$ cat config.mk
export PLATFORM = sky130hd
export DESIGN_NAME = gpio_port_with_irq_packet
export DESIGN_NICKNAME = d
export VERILOG_FILES = /design/src/shared/gpio_pkg.sv /design/src/hw/gpio_port_with_irq_packet.sv
export SDC_FILE = /design/constraint.sdc
export NUM_CORES = 1
export LEC_CHECK = 0
export ABC_CLOCK_PERIOD_IN_PS = 8350
export BUFFER_PORTS_ARGS = -buffer_cell sky130_fd_sc_hd__buf_2
export CAP_MARGIN = 30
export CORE_ASPECT_RATIO = 1.1
export CORE_MARGIN = 4
export CORE_UTILIZATION = 45
export CTS_CLUSTER_SIZE = 24
export DETAILED_ROUTE_END_ITERATION = 7
export PLACE_DENSITY_LB_ADDON = 0.2
export SYNTH_ARGS = -nofsm -noshare
export SYNTH_HDL_FRONTEND = slang
export SYNTH_SLANG_ARGS = --single-unit
export TNS_END_PERCENT = 1
$ cat constraint.sdc
create_clock -name sys_clk -period 8.35 [get_ports sys_clk]
set_input_delay 1.67 -clock sys_clk [delete_from_list [all_inputs] [get_ports sys_clk]]
set_output_delay 1.67 -clock sys_clk [all_outputs]
set_load 0.05 [all_outputs]
$ cat src/shared/gpio_pkg.sv
`default_nettype none
package gpio_pkg;
  localparam int NPIN = 10;
  localparam int ADDR_W = 8;
  localparam int DATA_W = 16;
  // Register offsets
  localparam logic [7:0] OFS_PIN_FUNC = 8'h0c;
  localparam logic [7:0] OFS_PIN_DIRECTION = 8'h0d;
  localparam logic [7:0] OFS_OUTPUT_SET_STROBE = 8'h0e;
  localparam logic [7:0] OFS_OUTPUT_CLEAR_STROBE = 8'h0f;
  localparam logic [7:0] OFS_PIN_LEVEL = 8'h10;
  localparam logic [7:0] OFS_CHANGE_IRQ_MASK = 8'h11;
  localparam logic [7:0] OFS_IRQ_PACKET_FORMAT_CTL = 8'h12;
  // Reset values
  localparam logic [9:0] RST_PIN_FUNC = 10'h000;
  localparam logic [9:0] RST_DIRECTION = 10'h000;
  localparam logic [9:0] RST_LATCH = 10'h000;
  localparam logic [9:0] RST_MASK = 10'h100;
  localparam logic [1:0] RST_FORMAT = 2'h0;
  // Format control fields
  localparam int FMT_CUSTOM_BIT = 0;
  localparam int FMT_BRK_EN_BIT = 1;
  // Pin function selector values and the pins they take over
  localparam logic [2:0] FUNC_GPIO = 3'h0;
  localparam logic [2:0] FUNC_RTS_CTS = 3'h1;
  localparam logic [2:0] FUNC_DTR_DSR = 3'h2;
  localparam logic [2:0] FUNC_XCVR_ACT = 3'h3;
  localparam logic [2:0] FUNC_XCVR_ADDR = 3'h4;
  localparam logic [9:0] ALT_RTS_CTS = 10'h030;
  localparam logic [9:0] ALT_DTR_DSR = 10'h00c;
  localparam logic [9:0] ALT_XCVR = 10'h020;
  // Line status flag positions
  localparam int ERR_BRK = 0;
  localparam int ERR_FRM = 1;
  localparam int ERR_PAR = 2;
  localparam int ERR_OVR = 3;
  // Notification packet
  localparam logic [7:0] STD_REQ_TYPE = 8'ha1;
  localparam logic [7:0] STD_NOTIFY = 8'h20;
  localparam logic [7:0] STD_LEN_LO = 8'h02;
  localparam logic [3:0] STD_LEN = 4'ha;
  localparam logic [3:0] CUS_LEN = 4'h5;
  typedef enum logic [1:0] {
    ST_IDLE = 2'b00,
    ST_LOAD = 2'b01,
    ST_SEND = 2'b10
  } pkt_state_t;
endpackage
`default_nettype wire

$ cat src/hw/gpio_port_with_irq_packet.sv
// Strobed register access was left to the implementer.
`default_nettype none
module gpio_port_with_irq_packet (
  input  wire logic                          sys_clk,
  input  wire logic                          rst,
  input  wire logic [gpio_pkg::ADDR_W-1:0]   reg_addr,
  input  wire logic [gpio_pkg::DATA_W-1:0]   reg_wdata,
  input  wire logic                          reg_wr,
  input  wire logic                          reg_rd,
  output var  logic [gpio_pkg::DATA_W-1:0]   reg_rdata,
  input  wire logic [gpio_pkg::NPIN-1:0]     pin_in,
  output var  logic [gpio_pkg::NPIN-1:0]     pin_out,
  output var  logic [gpio_pkg::NPIN-1:0]     pin_oe,
  input  wire logic [gpio_pkg::NPIN-1:0]     alt_out,
  input  wire logic [gpio_pkg::NPIN-1:0]     alt_oe,
  input  wire logic                          break_evt,
  input  wire logic                          framing_evt,
  input  wire logic                          parity_evt,
  input  wire logic                          overrun_evt,
  input  wire logic                          ring_lvl,
  input  wire logic                          dsr_lvl,
  input  wire logic                          dcd_lvl,
  output var  logic                          pkt_valid,
  output var  logic [7:0]                    pkt_data,
  output var  logic                          pkt_last,
  input  wire logic                          pkt_ready
);
  import gpio_pkg::*;

  ////////////////////////////////////////////////////////////////////////////
  // Helpers

  function automatic logic [9:0] alt_map(input logic [2:0] f);
    logic [9:0] m;
    m = 10'h000;
    case (f)
      FUNC_RTS_CTS:   m = ALT_RTS_CTS;
      FUNC_DTR_DSR:   m = ALT_DTR_DSR;
      FUNC_XCVR_ACT:  m = ALT_XCVR;
      FUNC_XCVR_ADDR: m = ALT_XCVR;
      // Reserved codes leave every pin as general purpose
      default:        m = 10'h000;
    endcase
    return m;
  endfunction

  function automatic logic [7:0] pkt_byte(
    input logic       cus,
    input logic [3:0] i,
    input logic [9:0] st,
    input logic [9:0] ch,
    input logic [3:0] er,
    input logic [2:0] ln
  );
    logic [7:0] b;
    b = 8'h00;
    if (cus) begin
      case (i)
        4'h0:    b = st[7:0];
        4'h1:    b = {6'h00, st[9:8]};
        4'h2:    b = ch[7:0];
        4'h3:    b = {6'h00, ch[9:8]};
        4'h4:    b = {4'h0, er};
        default: b = 8'h00;
      endcase
    end else begin
      case (i)
        4'h0:    b = STD_REQ_TYPE;
        4'h1:    b = STD_NOTIFY;
        4'h6:    b = STD_LEN_LO;
        4'h8:    b = {1'b0, er[ERR_OVR], er[ERR_PAR], er[ERR_FRM],
                      ln[2], er[ERR_BRK], ln[1], ln[0]};
        default: b = 8'h00;
      endcase
    end
    return b;
  endfunction

  ////////////////////////////////////////////////////////////////////////////
  // State

  logic [9:0] sync1_q;
  logic [9:0] sync2_q;
  logic [9:0] prev_q;
  logic [2:0] func_q;
  logic [9:0] dir_q;
  logic [9:0] latch_q;
  logic [9:0] latch_d;
  logic [9:0] mask_q;
  logic [1:0] fmt_q;
  logic [9:0] chg_q;
  logic [9:0] chg_d;
  logic [3:0] err_q;
  logic [3:0] err_d;
  logic       brk_req_q;
  logic       brk_req_d;
  pkt_state_t state_q;
  logic [3:0] idx_q;
  logic       cus_q;
  logic [9:0] snap_st_q;
  logic [9:0] snap_ch_q;
  logic [3:0] snap_er_q;
  logic [2:0] snap_ln_q;

  ////////////////////////////////////////////////////////////////////////////
  // Decode

  wire wr_func  = reg_wr && (reg_addr == OFS_PIN_FUNC);
  wire wr_dir   = reg_wr && (reg_addr == OFS_PIN_DIRECTION);
  wire wr_set   = reg_wr && (reg_addr == OFS_OUTPUT_SET_STROBE);
  wire wr_clr   = reg_wr && (reg_addr == OFS_OUTPUT_CLEAR_STROBE);
  wire wr_level = reg_wr && (reg_addr == OFS_PIN_LEVEL);
  wire wr_mask  = reg_wr && (reg_addr == OFS_CHANGE_IRQ_MASK);
  wire wr_fmt   = reg_wr && (reg_addr == OFS_IRQ_PACKET_FORMAT_CTL);

  wire [9:0] alt_sel  = alt_map(func_q);
  wire [9:0] gpio_out = ~alt_sel & dir_q;
  wire [9:0] oe_d     = (alt_sel & alt_oe) | (~alt_sel & dir_q);
  wire [9:0] out_d    = (alt_sel & alt_out) | (~alt_sel & latch_q);
  // Every pin that is not driving counts as an input, gpio or not
  wire [9:0] is_input = ~pin_oe;
  wire [9:0] trig     = (sync2_q ^ prev_q) & is_input & ~mask_q;

  wire [15:0] wd = reg_wdata;
  wire [9:0]  w10 = wd[9:0];
  // Reserved upper bits are dropped; writes there are the master's fault

  // Only one strobe lands per cycle on this bus, so branch order is moot
  always_comb begin
    latch_d = latch_q;
    if (wr_set) begin
      latch_d = latch_q | (w10 & gpio_out);
    end
    if (wr_clr) begin
      latch_d = latch_q & ~(w10 & gpio_out);
    end
    if (wr_level) begin
      latch_d = (latch_q & ~gpio_out) | (w10 & gpio_out);
    end
  end

  wire take = (state_q == ST_IDLE) &&
              ((|chg_q) || brk_req_q || (|err_q[3:1]));

  // New events in the snapshot cycle survive into the next packet
  always_comb begin
    chg_d = (take ? 10'h000 : chg_q) | trig;
    err_d = (take ? 4'h0 : err_q) |
            {overrun_evt, parity_evt, framing_evt, break_evt};
    brk_req_d = (take ? 1'b0 : brk_req_q) |
                (break_evt & fmt_q[FMT_BRK_EN_BIT]);
  end

  wire [3:0] len      = cus_q ? CUS_LEN : STD_LEN;
  wire       at_last  = (idx_q == len - 4'h1);
  wire       advance  = (state_q == ST_SEND) && pkt_ready;
  wire [3:0] idx_nxt  = idx_q + 4'h1;
  wire [7:0] byte_nxt = pkt_byte(cus_q, idx_nxt, snap_st_q, snap_ch_q,
                                 snap_er_q, snap_ln_q);
  wire [7:0] byte_0   = pkt_byte(cus_q, 4'h0, snap_st_q, snap_ch_q,
                                 snap_er_q, snap_ln_q);

  logic [15:0] rd_mux;
  always_comb begin
    rd_mux = 16'h0000;
    case (reg_addr)
      OFS_PIN_FUNC:              rd_mux = {13'h0000, func_q};
      OFS_PIN_DIRECTION:         rd_mux = {6'h00, dir_q};
      OFS_PIN_LEVEL:             rd_mux = {6'h00, sync2_q};
      OFS_CHANGE_IRQ_MASK:       rd_mux = {6'h00, mask_q};
      OFS_IRQ_PACKET_FORMAT_CTL: rd_mux = {14'h0000, fmt_q};
      default:                   rd_mux = 16'h0000;
    endcase
  end

  ////////////////////////////////////////////////////////////////////////////
  // Registers

  always_ff @(posedge sys_clk or posedge rst) begin
    if (rst) begin
      sync1_q <= 10'h000;
      sync2_q <= 10'h000;
      prev_q  <= 10'h000;
    end else begin
      sync1_q <= pin_in;
      sync2_q <= sync1_q;
      prev_q  <= sync2_q;
    end
  end

  always_ff @(posedge sys_clk or posedge rst) begin
    if (rst) begin
      func_q  <= RST_PIN_FUNC[2:0];
      dir_q   <= RST_DIRECTION;
      mask_q  <= RST_MASK;
      fmt_q   <= RST_FORMAT;
      latch_q <= RST_LATCH;
    end else begin
      if (wr_func) func_q <= wd[2:0];
      if (wr_dir) dir_q <= w10;
      if (wr_mask) mask_q <= w10;
      if (wr_fmt) fmt_q <= wd[1:0];
      latch_q <= latch_d;
    end
  end

  always_ff @(posedge sys_clk or posedge rst) begin
    if (rst) begin
      pin_out   <= 10'h000;
      pin_oe    <= 10'h000;
      reg_rdata <= 16'h0000;
    end else begin
      pin_out   <= out_d;
      pin_oe    <= oe_d;
      reg_rdata <= reg_rd ? rd_mux : 16'h0000;
    end
  end

  always_ff @(posedge sys_clk or posedge rst) begin
    if (rst) begin
      chg_q     <= 10'h000;
      err_q     <= 4'h0;
      brk_req_q <= 1'b0;
    end else begin
      chg_q     <= chg_d;
      err_q     <= err_d;
      brk_req_q <= brk_req_d;
    end
  end

  ////////////////////////////////////////////////////////////////////////////
  // Packet engine

  // Snapshot freezes the packet so pins moving mid-send cannot tear it
  always_ff @(posedge sys_clk or posedge rst) begin
    if (rst) begin
      cus_q     <= 1'b0;
      snap_st_q <= 10'h000;
      snap_ch_q <= 10'h000;
      snap_er_q <= 4'h0;
      snap_ln_q <= 3'h0;
    end else if (take) begin
      cus_q     <= fmt_q[FMT_CUSTOM_BIT];
      snap_st_q <= sync2_q;
      snap_ch_q <= chg_q;
      snap_er_q <= err_q;
      snap_ln_q <= {ring_lvl, dsr_lvl, dcd_lvl};
    end
  end

  always_ff @(posedge sys_clk or posedge rst) begin
    if (rst) begin
      state_q   <= ST_IDLE;
      idx_q     <= 4'h0;
      pkt_valid <= 1'b0;
      pkt_data  <= 8'h00;
      pkt_last  <= 1'b0;
    end else begin
      case (state_q)
        ST_IDLE: begin
          if (take) state_q <= ST_LOAD;
        end
        ST_LOAD: begin
          state_q   <= ST_SEND;
          idx_q     <= 4'h0;
          pkt_valid <= 1'b1;
          pkt_data  <= byte_0;
          pkt_last  <= 1'b0;
        end
        ST_SEND: begin
          if (advance) begin
            if (at_last) begin
              state_q   <= ST_IDLE;
              pkt_valid <= 1'b0;
              pkt_data  <= 8'h00;
              pkt_last  <= 1'b0;
            end else begin
              idx_q    <= idx_nxt;
              pkt_data <= byte_nxt;
              pkt_last <= (idx_nxt == len - 4'h1);
            end
          end
        end
        default: begin
          state_q   <= ST_IDLE;
          pkt_valid <= 1'b0;
        end
      endcase
    end
  end

  ////////////////////////////////////////////////////////////////////////////
  // Checks

  property p_dir_gpio;
    @(posedge sys_clk) disable iff (rst)
    ##1 ((pin_oe & ~$past(alt_sel)) == ($past(dir_q) & ~$past(alt_sel)));
  endproperty
  a_dir_gpio: assert property (p_dir_gpio)
    else $error("gpio direction not applied");

  property p_dir_alt;
    @(posedge sys_clk) disable iff (rst)
    ##1 ((pin_oe & $past(alt_sel)) == ($past(alt_oe) & $past(alt_sel)));
  endproperty
  a_dir_alt: assert property (p_dir_alt)
    else $error("alternate pin direction wrong");

  property p_set;
    @(posedge sys_clk) disable iff (rst)
    wr_set |=> ((latch_q & $past(w10 & gpio_out)) == $past(w10 & gpio_out));
  endproperty
  a_set: assert property (p_set)
    else $error("set write did not raise latch");

  property p_clr;
    @(posedge sys_clk) disable iff (rst)
    wr_clr |=> ((latch_q & $past(w10 & gpio_out)) == 10'h000);
  endproperty
  a_clr: assert property (p_clr)
    else $error("clear write did not lower latch");

  property p_guard;
    @(posedge sys_clk) disable iff (rst)
    (wr_set || wr_clr) |=> (((latch_q ^ $past(latch_q)) &
                           ~$past(w10 & gpio_out)) == 10'h000);
  endproperty
  a_guard: assert property (p_guard)
    else $error("set or clear touched a protected pin");

  property p_read_level;
    @(posedge sys_clk) disable iff (rst)
    (reg_rd && reg_addr == OFS_PIN_LEVEL) |=>
      (reg_rdata == {6'h00, $past(sync2_q)});
  endproperty
  a_read_level: assert property (p_read_level)
    else $error("level read mismatch");

  property p_level_wr;
    @(posedge sys_clk) disable iff (rst)
    wr_level |=> ((latch_q & $past(gpio_out)) == $past(w10 & gpio_out));
  endproperty
  a_level_wr: assert property (p_level_wr)
    else $error("level write not applied");

  property p_change_pkt;
    @(posedge sys_clk) disable iff (rst)
    ((|trig) && state_q == ST_IDLE) |-> ##[1:2] (state_q == ST_LOAD);
  endproperty
  a_change_pkt: assert property (p_change_pkt)
    else $error("unmasked change raised no packet");

  property p_std_head;
    @(posedge sys_clk) disable iff (rst)
    (state_q == ST_LOAD && !cus_q) |=>
      (pkt_valid && pkt_data == STD_REQ_TYPE);
  endproperty
  a_std_head: assert property (p_std_head)
    else $error("standard header byte wrong");

  property p_cus_head;
    @(posedge sys_clk) disable iff (rst)
    (state_q == ST_LOAD && cus_q) |=>
      (pkt_valid && pkt_data == snap_st_q[7:0]);
  endproperty
  a_cus_head: assert property (p_cus_head)
    else $error("custom first byte wrong");

  property p_chg_clear;
    @(posedge sys_clk) disable iff (rst)
    (take && !(|trig)) |=> (chg_q == 10'h000);
  endproperty
  a_chg_clear: assert property (p_chg_clear)
    else $error("change flags kept after snapshot");

  c_std_done: cover property (@(posedge sys_clk) disable iff (rst)
    advance && at_last && !cus_q);
  c_cus_done: cover property (@(posedge sys_clk) disable iff (rst)
    advance && at_last && cus_q);
  c_break_pkt: cover property (@(posedge sys_clk) disable iff (rst)
    take && brk_req_q);
endmodule // gpio_port_with_irq_packet
`default_nettype wire

[Word-level counts from Yosys, hierarchy flattened]
Index checks and enable logic that the tools add are counted.
Word-level totals
  bits in registers: 160
  input bits: 66
  word-level logic and storage cells: 127
Operators by class
  $add $sub $neg: 2
  equal/unequal tests: 25
  multiplexer cells: 30
  bitwise operators: 24
  reduce and logical (&&, ||, !) cells: 22
Operator list (count)
  $and A10 B10 Y10: 9
  $not A10 Y10: 5
  $or A10 B10 Y10: 5
  $pmux W10 S5: 1
  $mux W10: 4
  $pmux W8 S5: 1
  $eq A8 B4 Y1 const B: 4
  $mux W8: 4
  $pmux W8 S4: 1
  $eq A8 B5 Y1 const B: 3
  $pmux W6 S3: 1
  $mux W16: 1
  $mux W4: 4
  $pmux W8 S2: 1
  $reduce_or A10 Y1: 1
  $xor A10 B10 Y10: 1
  $logic_and A1 B1 Y1: 9
  $reduce_and A3 Y1: 3
  $eq A4 B2 Y1 const B: 2
  $eq A4 B3 Y1 const B: 2
  $eq A4 B4 Y1: 2
  $ne A2 B2 Y1 const B: 4
  $pmux W4 S2: 1
  $eq A3 B2 Y1 const B: 2
  other kinds (25): 32

[Logic depth before layout (Yosys ltp)]
Gate-level depths: netlist of the first run.
  word-level depth: 10
  mapped depth: 8
  gate-level depth less buffers: 7

[Worst setup path after synthesis of the first run]
Ideal clock, no wire load.
  kind: input -> register
  start: in reg_addr[5] in the netlist's numbering
  end: reg (tool-made name)
  arrival: 2.961 ns
  data required time: 8.229 ns
  slack: 5.268 ns
  cell stages on the path: 7
  path buffers: 2
  cell sequence: nor3_2 -> and4b_1 -> buf_2 -> nand4_2 -> buf_2 -> a32o_1 -> a22o_1
RTL lines
  start, declared: RTL line gpio_port_with_irq_packet.sv:6  | input wire logic [gpio_pkg::ADDR_W-1:0] reg_addr,

==> results of run 1 <==
stage by stage:
step	hold WS, ps	setup slack (ps)
6_report	349	4900
5_1_grt	357	4710
4_1_cts	355	4900
3_5_place_dp	342	4450
3_3_place_gp	335	4540
2_1_floorplan	331	2530
registers in the layout (all words and copies together), names as in the netlist, 2 cells and up, named ones only:
register	count
chg_q	10
dir_q	10
mask_q	10
pin_oe	10
pin_out	10
prev_q	10
reg_rdata	10
snap_ch_q	10
snap_st_q	10
sync1_q	10
sync2_q	10
pkt_data	8
err_q	4
idx_q	4
snap_er_q	4
func_q	3
snap_ln_q	3
fmt_q	2
state_q	2
cell type report:
cell class | instances | area (sq um) | share of cell area [%]
Multi-Input combinational cell | 390 | 2560 | 32.9
Sequential cell | 154 | 3850 | 49.5
Clock buffer | 20 | 457 | 5.86
Timing Repair Buffer | 90 | 478 | 6.14
Inverter | 12 | 50.0 | 0.643
Clock inverter | 12 | 146 | 1.88
Tap cell | 192 | 240 | 3.08
logic make-up after synthesis:
family / after synthesis / synth area share, %
buffers and inverters: 44 / 3.05
other: 1 / 0.0568
adders and majority gates: 5 / 0.948
and+or+nand+nor: 183 / 12.9
DFF: 154 / 58.4
AOI/OAI and AO/OA: 136 / 14.8
muxes: 48 / 8.15
xor gates and xnor gates: 12 / 1.71
layout by cell type, fill, tap and decap left out, types with 4 or more instances in the layout:
| master | Yosys | routed |
|---|---|---|
| nor2_1 | 45 | 45 |
| ha_1 | 5 | 5 |
| and3_1 | 5 | 5 |
| a21o_1 | 7 | 7 |
| clkinv_2 | 0 | 5 |
| mux2_1 | 41 | 41 |
| conb_1 | 1 | 6 |
| a21oi_1 | 29 | 29 |
| a32o_1 | 7 | 7 |
| a22oi_1 | 4 | 4 |
| clkbuf_16 | 0 | 17 |
| dfrtp_1 | 153 | 153 |
| o211ai_1 | 6 | 6 |
| o31ai_1 | 10 | 10 |
| mux2_2 | 5 | 5 |
| nand2b_1 | 4 | 4 |
| a22o_1 | 19 | 19 |
| o21ai_0 | 16 | 16 |
| xnor2_1 | 10 | 10 |
| o21ai_1 | 6 | 6 |
| nand2_1 | 78 | 78 |
| inv_1 | 11 | 10 |
| nand3_1 | 19 | 19 |
| nor4_1 | 4 | 4 |
| buf_2 | 11 | 87 |
| o311ai_1 | 4 | 4 |
| nor2b_1 | 6 | 6 |
Yosys cell counts (all sizes together), types with 3 or more instances:
master	n	area (sq um)
dfrtp	153	3830
nand2	78	293
mux2	46	518
nor2	45	169
a21oi	30	154
o21ai	22	110
nand3	20	105
a22o	19	166
buf	19	108
clkbuf	13	48.8
inv	12	45.0
xnor2	11	104
o31ai	10	75.1
a21o	7	52.6
a32o	7	70.1
nor2b	6	37.5
o211ai	6	45.0
and3	5	31.3
ha	5	62.6
a22oi	4	30.0
and2	4	27.5
nand2b	4	25.0
nor3	4	25.0
nor4	4	25.0
o311ai	4	35.0
o32ai	4	42.6
a221o	3	30.0
a221oi	3	26.3
a32oi	3	26.3
nand3b	3	22.5
nand4	3	25.0
report_power, final:
group	switching [mW]	internal, mW	total, mW
logic	0.371	0.209	0.581
registers	0.136	0.892	1.03
clock network	0.297	0.484	0.780
total	0.804	1.59	2.39
routing by layer:
layer	track usage [%]	wire length, microns	vias up
li1	-	-	2253
met1	25.3	6390	2364
met2	31.7	7580	173
met3	3.85	737	36
met4	8.68	413	0
met5	0	0	-
worst max path at each step:
stage | start | to | slack [ps] | cells after the start
after floorplan | rst | asynchronous set/reset pin | 2530 | 1
after global placement | reg_addr[5] | flip-flop | 4540 | 6
after detailed placement | reg_addr[5] | flip-flop | 4450 | 6
after CTS | reg_addr[5] | flip-flop | 4900 | 6
after global routing | reg_addr[5] | flip-flop | 4710 | 6
final | reg_addr[5] | flip-flop | 4900 | 6
==> impl_metrics.py, run 1 <==
metrics = {
    "die": {
        "core_area_sq_mm": 0.0144,
        "initial_core_util_pct": 45.9,
        "num_rows": 46,
        "die_area_sq_mm": 0.0167,
        "die_y_microns": 135,
        "die_x_microns": 123,
        "io_pins": 112,
    },
    "finish": {
        "layout-drive-gt1-share_pct": 20.1,
        "nets": 736,
        "design_area_sq_mm": 0.00779,
        "syn2layout_area_growth_pct": 18.0,
        "final_util_pct": 54.1,
        "fill_cells": 1283,
        "diodes": 0,
        "final_cells": 870,
    },
    "cts": {
        "root_buffer": "clkbuf_16",
        "cts_tree": "done",
        "cts.sinks": 154,
        "cts_resized": 0,
        "cts_buffers": 17,
        "ctsHoldBuffers": 0,
        "htreeDepth": 4,
        "ctsLongestPathBuffers": 2,
        "post-cts-setup-buffers": 0,
        "clk_latency_ps": 420,
        "path_clk_slew_ps": 60,
    },
    "logic_synthesis": {
        "avgSynthCellArea_sq_um": 11.3,
        "synthCells": 583,
        "synth-edff-count": 0,
        "syn_area_sq_mm": 0.00660,
        "ys_async_sr_fraction_pct": 100,
        "ys_ff_latch": 154,
        "synth_cell_types": 60,
        "synth_seq_area_share_pct": 58.4,
        "yosysWarningCount": 0,
        "synth_top_flop_cell": "dfrtp_1",
    },
    "hold_path": {
        "hold_depth": 0,
        "holdCritPathClass": "flip-flop to flip-flop",
        "hold_path_end": "sync2_q[7]$_DFF_PP0_",
        "hp-start": "sync1_q[7]$_DFF_PP0_",
    },
    "global_route": {
        "gr-total-overflow": 0,
        "grt_usage_pct": 19.5,
        "grt_pass1_wl_microns": 25200,
        "grt_max_degree": 69,
        "grt_pass1_vias": 4951,
        "antenna_found_initial": 0,
    },
    "place": {
        "dpl.cell_count": 838,
        "place.port_buffers": 87,
        "dpl.hpwl_microns": 10800,
        "place_congestion": 0.864,
        "dpl_cell_area_sq_mm": 0.00718,
    },
    "power": {
        "power_mw": 2.39,
        "power_density_mw_per_mm2": 307,
        "ir_drop_v": 0.000152,
        "p_leak_nw": 3.54,
    },
    "sta": {
        "finClkSkew_ps": 9.91,
        "drv_slew": 0,
        "max_freq_mhz": 290,
        "finalSetupViolCount": 0,
        "tightest_slew_ps": 818,
        "slew_headroom_pct": 45.4,
        "hold_viol": 0,
        "period_share_pct": 41.3,
        "min_period_ps": 3450,
        "rsz0062_at_grt": "no",
        "timing.setup.tns_ps": 0,
    },
    "critical_path": {
        "worstPathRequired_ps": 8660,
        "cp-end-kind": "flip-flop",
        "cp_num_buf_inv": 1,
        "reg2reg_from": "cus_q$_DFFE_PP0P_",
        "critPathSlowestCell": "and4b_1",
        "crit_fanout": 18,
        "reg2reg_depth": 5,
        "crit_path_start_kind": "primary input",
        "worstSetupPathType": "primary input to flip-flop",
        "rrSetupSlack_ps": 5980,
        "crit_family": "simple AND/OR/NAND/NOR gates",
        "critPathArrivalTime_ps": 3760,
        "reg2reg_to": "pkt_data[4]$_DFFE_PP0P_",
        "slowest_delay_ps": 730,
        "path_cells": "buf_2, nor3_2, and4b_1, nand4_2, a32o_1, a22o_1",
    },
    "drt": {
        "dr.pass1.iters": 5,
        "routed-via-count": 4826,
        "avgViaCountPerCell": 5.55,
        "wl_microns": 15100,
        "initialDrtViolationCount": 329,
        "drt-wirelength-per-cell_microns": 17.4,
        "final_antenna_net_count": 0,
        "drc": 0,
    },
    "run_status": {
        "outcome": "complete, no violations",
    },
    "run": {
        "cap_violations": 0,
    },
}
Power figures use the tool's default switching activity.
==> run 2: changes to the inputs <==
--- a/config.mk
+++ b/config.mk
@@ -5,7 +5,7 @@
 export SDC_FILE = /design/constraint.sdc
 export NUM_CORES = 1
 export LEC_CHECK = 0
-export ABC_CLOCK_PERIOD_IN_PS = 8350
+export ABC_CLOCK_PERIOD_IN_PS = 3100
 export BUFFER_PORTS_ARGS = -buffer_cell sky130_fd_sc_hd__buf_2
 export CAP_MARGIN = 30
 export CORE_ASPECT_RATIO = 1.1
==> constraint.sdc (replaced) <==
create_clock -name sys_clk -period 3.1 [get_ports sys_clk]
set_input_delay 0.62 -clock sys_clk [delete_from_list [all_inputs] [get_ports sys_clk]]
set_output_delay 0.62 -clock sys_clk [all_outputs]
set_load 0.05 [all_outputs]
==> impl_metrics.py, run 2 (synthesis results as in run 1) <==
metrics = {
    "global_route": {
        "gr-total-overflow": 0,
        "grt_usage_pct": 19.8,
        "grt_max_degree": 95,
        "grt_pass1_vias": 5132,
        "antenna_found_initial": 0,
        "grt_pass1_wl_microns": 25700,
    },
    "die": {
        "initial_core_util_pct": 45.9,
        "die_area_sq_mm": 0.0167,
        "die_y_microns": 135,
        "io_pins": 112,
        "num_rows": 46,
        "die_x_microns": 123,
        "core_area_sq_mm": 0.0144,
    },
    "critical_path": {
        "cp-end-kind": "flip-flop",
        "crit_path_start_kind": "flip-flop",
        "worstSetupPathType": "flip-flop to flip-flop",
        "crit_fanout": 11,
        "critPathArrivalTime_ps": 2640,
        "worstPathRequired_ps": 3400,
    },
    "sta": {
        "tightest_slew_ps": 593,
        "finalSetupViolCount": 0,
        "min_period_ps": 2330,
        "slew_headroom_pct": 60.4,
        "timing.setup.tns_ps": 0,
        "hold_viol": 0,
        "whs_ps": 308,
        "finClkSkew_ps": 7.36,
        "period_share_pct": 75.2,
        "max_freq_mhz": 429,
        "drv_slew": 0,
        "rsz0062_at_grt": "no",
        "setup_ws_ps": 768,
    },
    "power": {
        "ir_drop_v": 0.000417,
        "p_leak_nw": 3.56,
        "power_density_mw_per_mm2": 825,
    },
    "cts": {
        "clk_latency_ps": 420,
        "cts.sinks": 154,
        "root_buffer": "clkbuf_16",
        "cts_buffers": 17,
        "htreeDepth": 4,
        "ctsHoldBuffers": 0,
        "post-cts-setup-buffers": 0,
        "cts_tree": "done",
        "path_clk_slew_ps": 60,
        "ctsLongestPathBuffers": 2,
        "cts_resized": 0,
    },
    "place": {
        "dpl.hpwl_microns": 11100,
        "place_congestion": 0.871,
        "place_ws_ps": 674,
        "place.port_buffers": 87,
    },
    "finish": {
        "diodes": 0,
        "syn2layout_area_growth_pct": 18.4,
        "layout_common_cells": "153 x dfrtp_1, 87 x buf_2, 78 x nand2_1",
        "final_common_cell": "dfrtp_1",
        "layout-drive-gt1-share_pct": 20.6,
        "nets": 741,
    },
    "drt": {
        "drt-wirelength-per-cell_microns": 17.6,
        "drc": 0,
        "routed-via-count": 4786,
        "dr.pass1.iters": 6,
        "initialDrtViolationCount": 338,
        "avgViaCountPerCell": 5.47,
        "wl_microns": 15400,
        "final_antenna_net_count": 0,
    },
    "run": {
        "cap_violations": 0,
    },
    "hold_path": {
        "holdCritPathClass": "primary input to flip-flop",
    },
    "run_status": {
        "outcome": "complete, no violations",
    },
}
==> run 2: per-stage QoR <==
step	power, mW	cells	cell area [sq um]	util, %
detailed placement	4.40	843	7210	50.1
global route	6.80	875	7820	54.3
floorplan	3.91	588	6620	-
global placement	4.34	843	7210	50.1
finish	6.45	875	7820	54.3
CTS	6.52	875	7820	54.3
==> run 2: power by group <==
| group | switching, mW | internal, mW | total, mW |
|---|---|---|---|
| clock | 0.789 | 1.30 | 2.09 |
| sequential | 0.364 | 2.40 | 2.77 |
| combinational | 1.01 | 0.576 | 1.59 |
==> run 2: routing by layer <==
| layer | global-route usage [%] | part of all wire (%) | up-vias |
|---|---|---|---|
| li1 | - | - | 2265 |
| met1 | 25.2 | 43 | 2402 |
| met2 | 33.6 | 52 | 105 |
| met3 | 4.82 | 4.0 | 14 |
| met4 | 5.48 | 1.1 | 0 |
| met5 | 0 | 0 | - |
==> run 2: final timing paths <==
kind,cells after the start,start,slack (ps),endpoint
worst max-delay path,7,idx_q[0]$_DFFE_PP0P_,770,pkt_data[5]$_DFFE_PP0P_
worst min-delay path,1,pin_in[0],310,sync1_q[0]$_DFF_PP0_
worst max register to register,7,idx_q[0]$_DFFE_PP0P_,770,pkt_data[5]$_DFFE_PP0P_
worst min register to register,0,sync1_q[7]$_DFF_PP0_,350,sync2_q[7]$_DFF_PP0_
max in group asynchronous,3,rst,2340,mask_q[8]$_DFFE_PP1P_
min in group asynchronous,3,rst,350,snap_ln_q[0]$_DFFE_PP0P_
==> run 2: area by class of cell <==
type | count | area, sq um
well taps | 192 | 240
flip-flops and latches | 154 | 3850
fillers | 1284 | 6570
repair buffers | 95 | 508
inverters | 12 | 48.8
clock buffers | 20 | 457
multi-input cells | 390 | 2560
clock inverters | 12 | 146
==> run 2: worst max-delay path, stage by stage (launching register included) <==
cell and delay (ps):
dfrtp_1 500, ha_1 370, and2_1 230, a21oi_1 240
o32ai_2 200, a221o_1 340, and3_1 180, o22a_1 170
==> run 3: changes to the inputs <==
--- a/config.mk
+++ b/config.mk
@@ -5,7 +5,7 @@
 export SDC_FILE = /design/constraint.sdc
 export NUM_CORES = 1
 export LEC_CHECK = 0
-export ABC_CLOCK_PERIOD_IN_PS = 3100
+export ABC_CLOCK_PERIOD_IN_PS = 2300
 export BUFFER_PORTS_ARGS = -buffer_cell sky130_fd_sc_hd__buf_2
 export CAP_MARGIN = 30
 export CORE_ASPECT_RATIO = 1.1
==> constraint.sdc (replaced) <==
create_clock -name sys_clk -period 2.3 [get_ports sys_clk]
set_input_delay 0.46 -clock sys_clk [delete_from_list [all_inputs] [get_ports sys_clk]]
set_output_delay 0.46 -clock sys_clk [all_outputs]
set_load 0.05 [all_outputs]
==> impl_metrics.py, run 3 (synthesis results as in run 1) <==
metrics = {
    "power": {
        "ir_drop_v": 0.000484,
        "p_leak_nw": 3.66,
        "power_mw": 9.05,
        "power_density_mw_per_mm2": 1130,
    },
    "sta": {
        "hold_viol": 0,
        "max_freq_mhz": 466,
        "finClkSkew_ps": 5.83,
        "period_share_pct": 93.2,
        "tightest_slew_ps": 552,
        "setup_ws_ps": 156,
        "min_period_ps": 2140,
        "drv_slew": 0,
        "timing.setup.tns_ps": 0,
        "slew_headroom_pct": 63.1,
        "finalSetupViolCount": 0,
        "rsz0062_at_grt": "no",
    },
    "cts": {
        "htreeDepth": 4,
        "cts_tree": "done",
        "path_clk_slew_ps": 60,
        "root_buffer": "clkbuf_16",
        "ctsLongestPathBuffers": 2,
        "post-cts-setup-buffers": 0,
        "clk_latency_ps": 430,
        "cts_buffers": 17,
        "cts.sinks": 154,
    },
    "place": {
        "place.port_buffers": 87,
        "dpl.hpwl_microns": 11200,
        "dpl.cell_count": 856,
        "place_ws_ps": 204,
        "place_congestion": 0.895,
    },
    "drt": {
        "wl_microns": 15100,
        "routed-via-count": 4837,
        "drc": 0,
        "dr.pass1.iters": 5,
        "drt-wirelength-per-cell_microns": 17.0,
        "wl_met1_microns": 6530,
        "final_antenna_net_count": 0,
        "avgViaCountPerCell": 5.44,
        "initialDrtViolationCount": 263,
        "met3_length_microns": 771,
        "maxUsedRoutingLayer": "met4",
        "met2_length_microns": 7520,
    },
    "critical_path": {
        "crit_path_start_kind": "flip-flop",
        "crit_fanout": 11,
        "critPathLaunch": "idx_q[1]$_DFFE_PP0P_",
        "worstPathRequired_ps": 2660,
        "critPathArrivalTime_ps": 2510,
        "cp-end-kind": "flip-flop",
        "reg2reg_from": "idx_q[1]$_DFFE_PP0P_",
        "worstSetupPathType": "flip-flop to flip-flop",
        "critPathSlowestCell": "dfrtp_1",
        "cp_num_buf_inv": 0,
        "path_depth": 6,
        "setup.worst_path.end": "pkt_data[5]$_DFFE_PP0P_",
        "reg2reg_to": "pkt_data[5]$_DFFE_PP0P_",
        "reg2reg_depth": 6,
        "path_cells": "ha_1, nand2b_1, o32ai_2, a221o_1, and3_1, o22a_1",
        "slowest_delay_ps": 500,
        "crit_family": "compound AO/OA/AOI/OAI gates",
        "rrSetupSlack_ps": 160,
    },
    "run": {
        "cap_violations": 0,
    },
    "finish": {
        "final_common_cell": "dfrtp_1",
        "diodes": 0,
        "nets": 755,
        "final_cells": 889,
        "syn2layout_area_growth_pct": 21.4,
        "layout-drive-gt1-share_pct": 22.1,
        "fill_cells": 1244,
        "layout_common_cells": "153 x dfrtp_1, 87 x buf_2, 78 x nand2_1",
    },
    "hold_path": {
        "hp-start": "pin_in[2]",
        "holdCritPathClass": "primary input to flip-flop",
    },
    "die": {
        "initial_core_util_pct": 45.9,
        "num_rows": 46,
        "die_y_microns": 135,
        "core_area_sq_mm": 0.0144,
        "die_area_sq_mm": 0.0167,
        "die_x_microns": 123,
        "io_pins": 112,
    },
    "global_route": {
        "grt_max_degree": 46,
        "grt_pass1_wl_microns": 24700,
        "gr-total-overflow": 0,
        "grt_pass1_vias": 4919,
        "grt_usage_pct": 19.2,
        "antenna_found_initial": 0,
    },
    "run_status": {
        "outcome": "complete, no violations",
    },
}
## run 3: where the power goes
part	total, mW	leakage (nW)	internal, mW	switching [mW]
combinational	2.22	1.52	0.831	1.39
sequential	3.71	1.83	3.24	0.474
clock	3.12	0.319	2.00	1.12
## run 3: final cells by class
class / count / area (sq um) / share of cell area [%]
multi-input combinational: 390 / 2560 / 32.0
clock inverter: 12 / 211 / 2.64
tap: 192 / 240 / 3.00
inverter: 12 / 48.8 / 0.609
clock buffer: 20 / 457 / 5.70
timing repair buffer: 109 / 641 / 7.99
sequential: 154 / 3850 / 48.1
## run 3: timing repair
item,CTS,global route
hold buffers,1,0
gates resized for setup,0,0
hold endpoints to repair,8,0
## run 3: how the worst min path moves through the flow
stage	cells after the start	end
floorplan	0	sync2_q[0]$_DFF_PP0_
global placement	0	sync2_q[1]$_DFF_PP0_
detailed placement	0	sync2_q[3]$_DFF_PP0_
CTS	1	sync1_q[2]$_DFF_PP0_
global route	1	sync1_q[2]$_DFF_PP0_
finish	1	sync1_q[2]$_DFF_PP0_
## run 3: routing by layer
layer	global-route usage, %	vias up
met1	25.0	2379
met3	4.90	28
li1	-	2280
met5	0	-
met4	6.89	0
met2	31.2	150
## run 3: metrics by stage
step	hold slack, ps	instance area [sq um]	utilization [%]
6_report	134	8010	55.7
5_1_grt	118	8010	55.7
4_1_cts	114	8010	55.7
3_5_place_dp	336	7340	51.0
3_3_place_gp	335	7340	51.0
2_1_floorplan	331	6620	-
## run 3: worst reg2reg max path: cells and delay by family, from the launching register on
kind / cells / cell delay (ps)
AO/OA/AOI/OAI: 3 / 830
adder cells (fa/ha/maj): 1 / 480
flip-flops: 1 / 500
AND/OR/NAND/NOR: 2 / 270
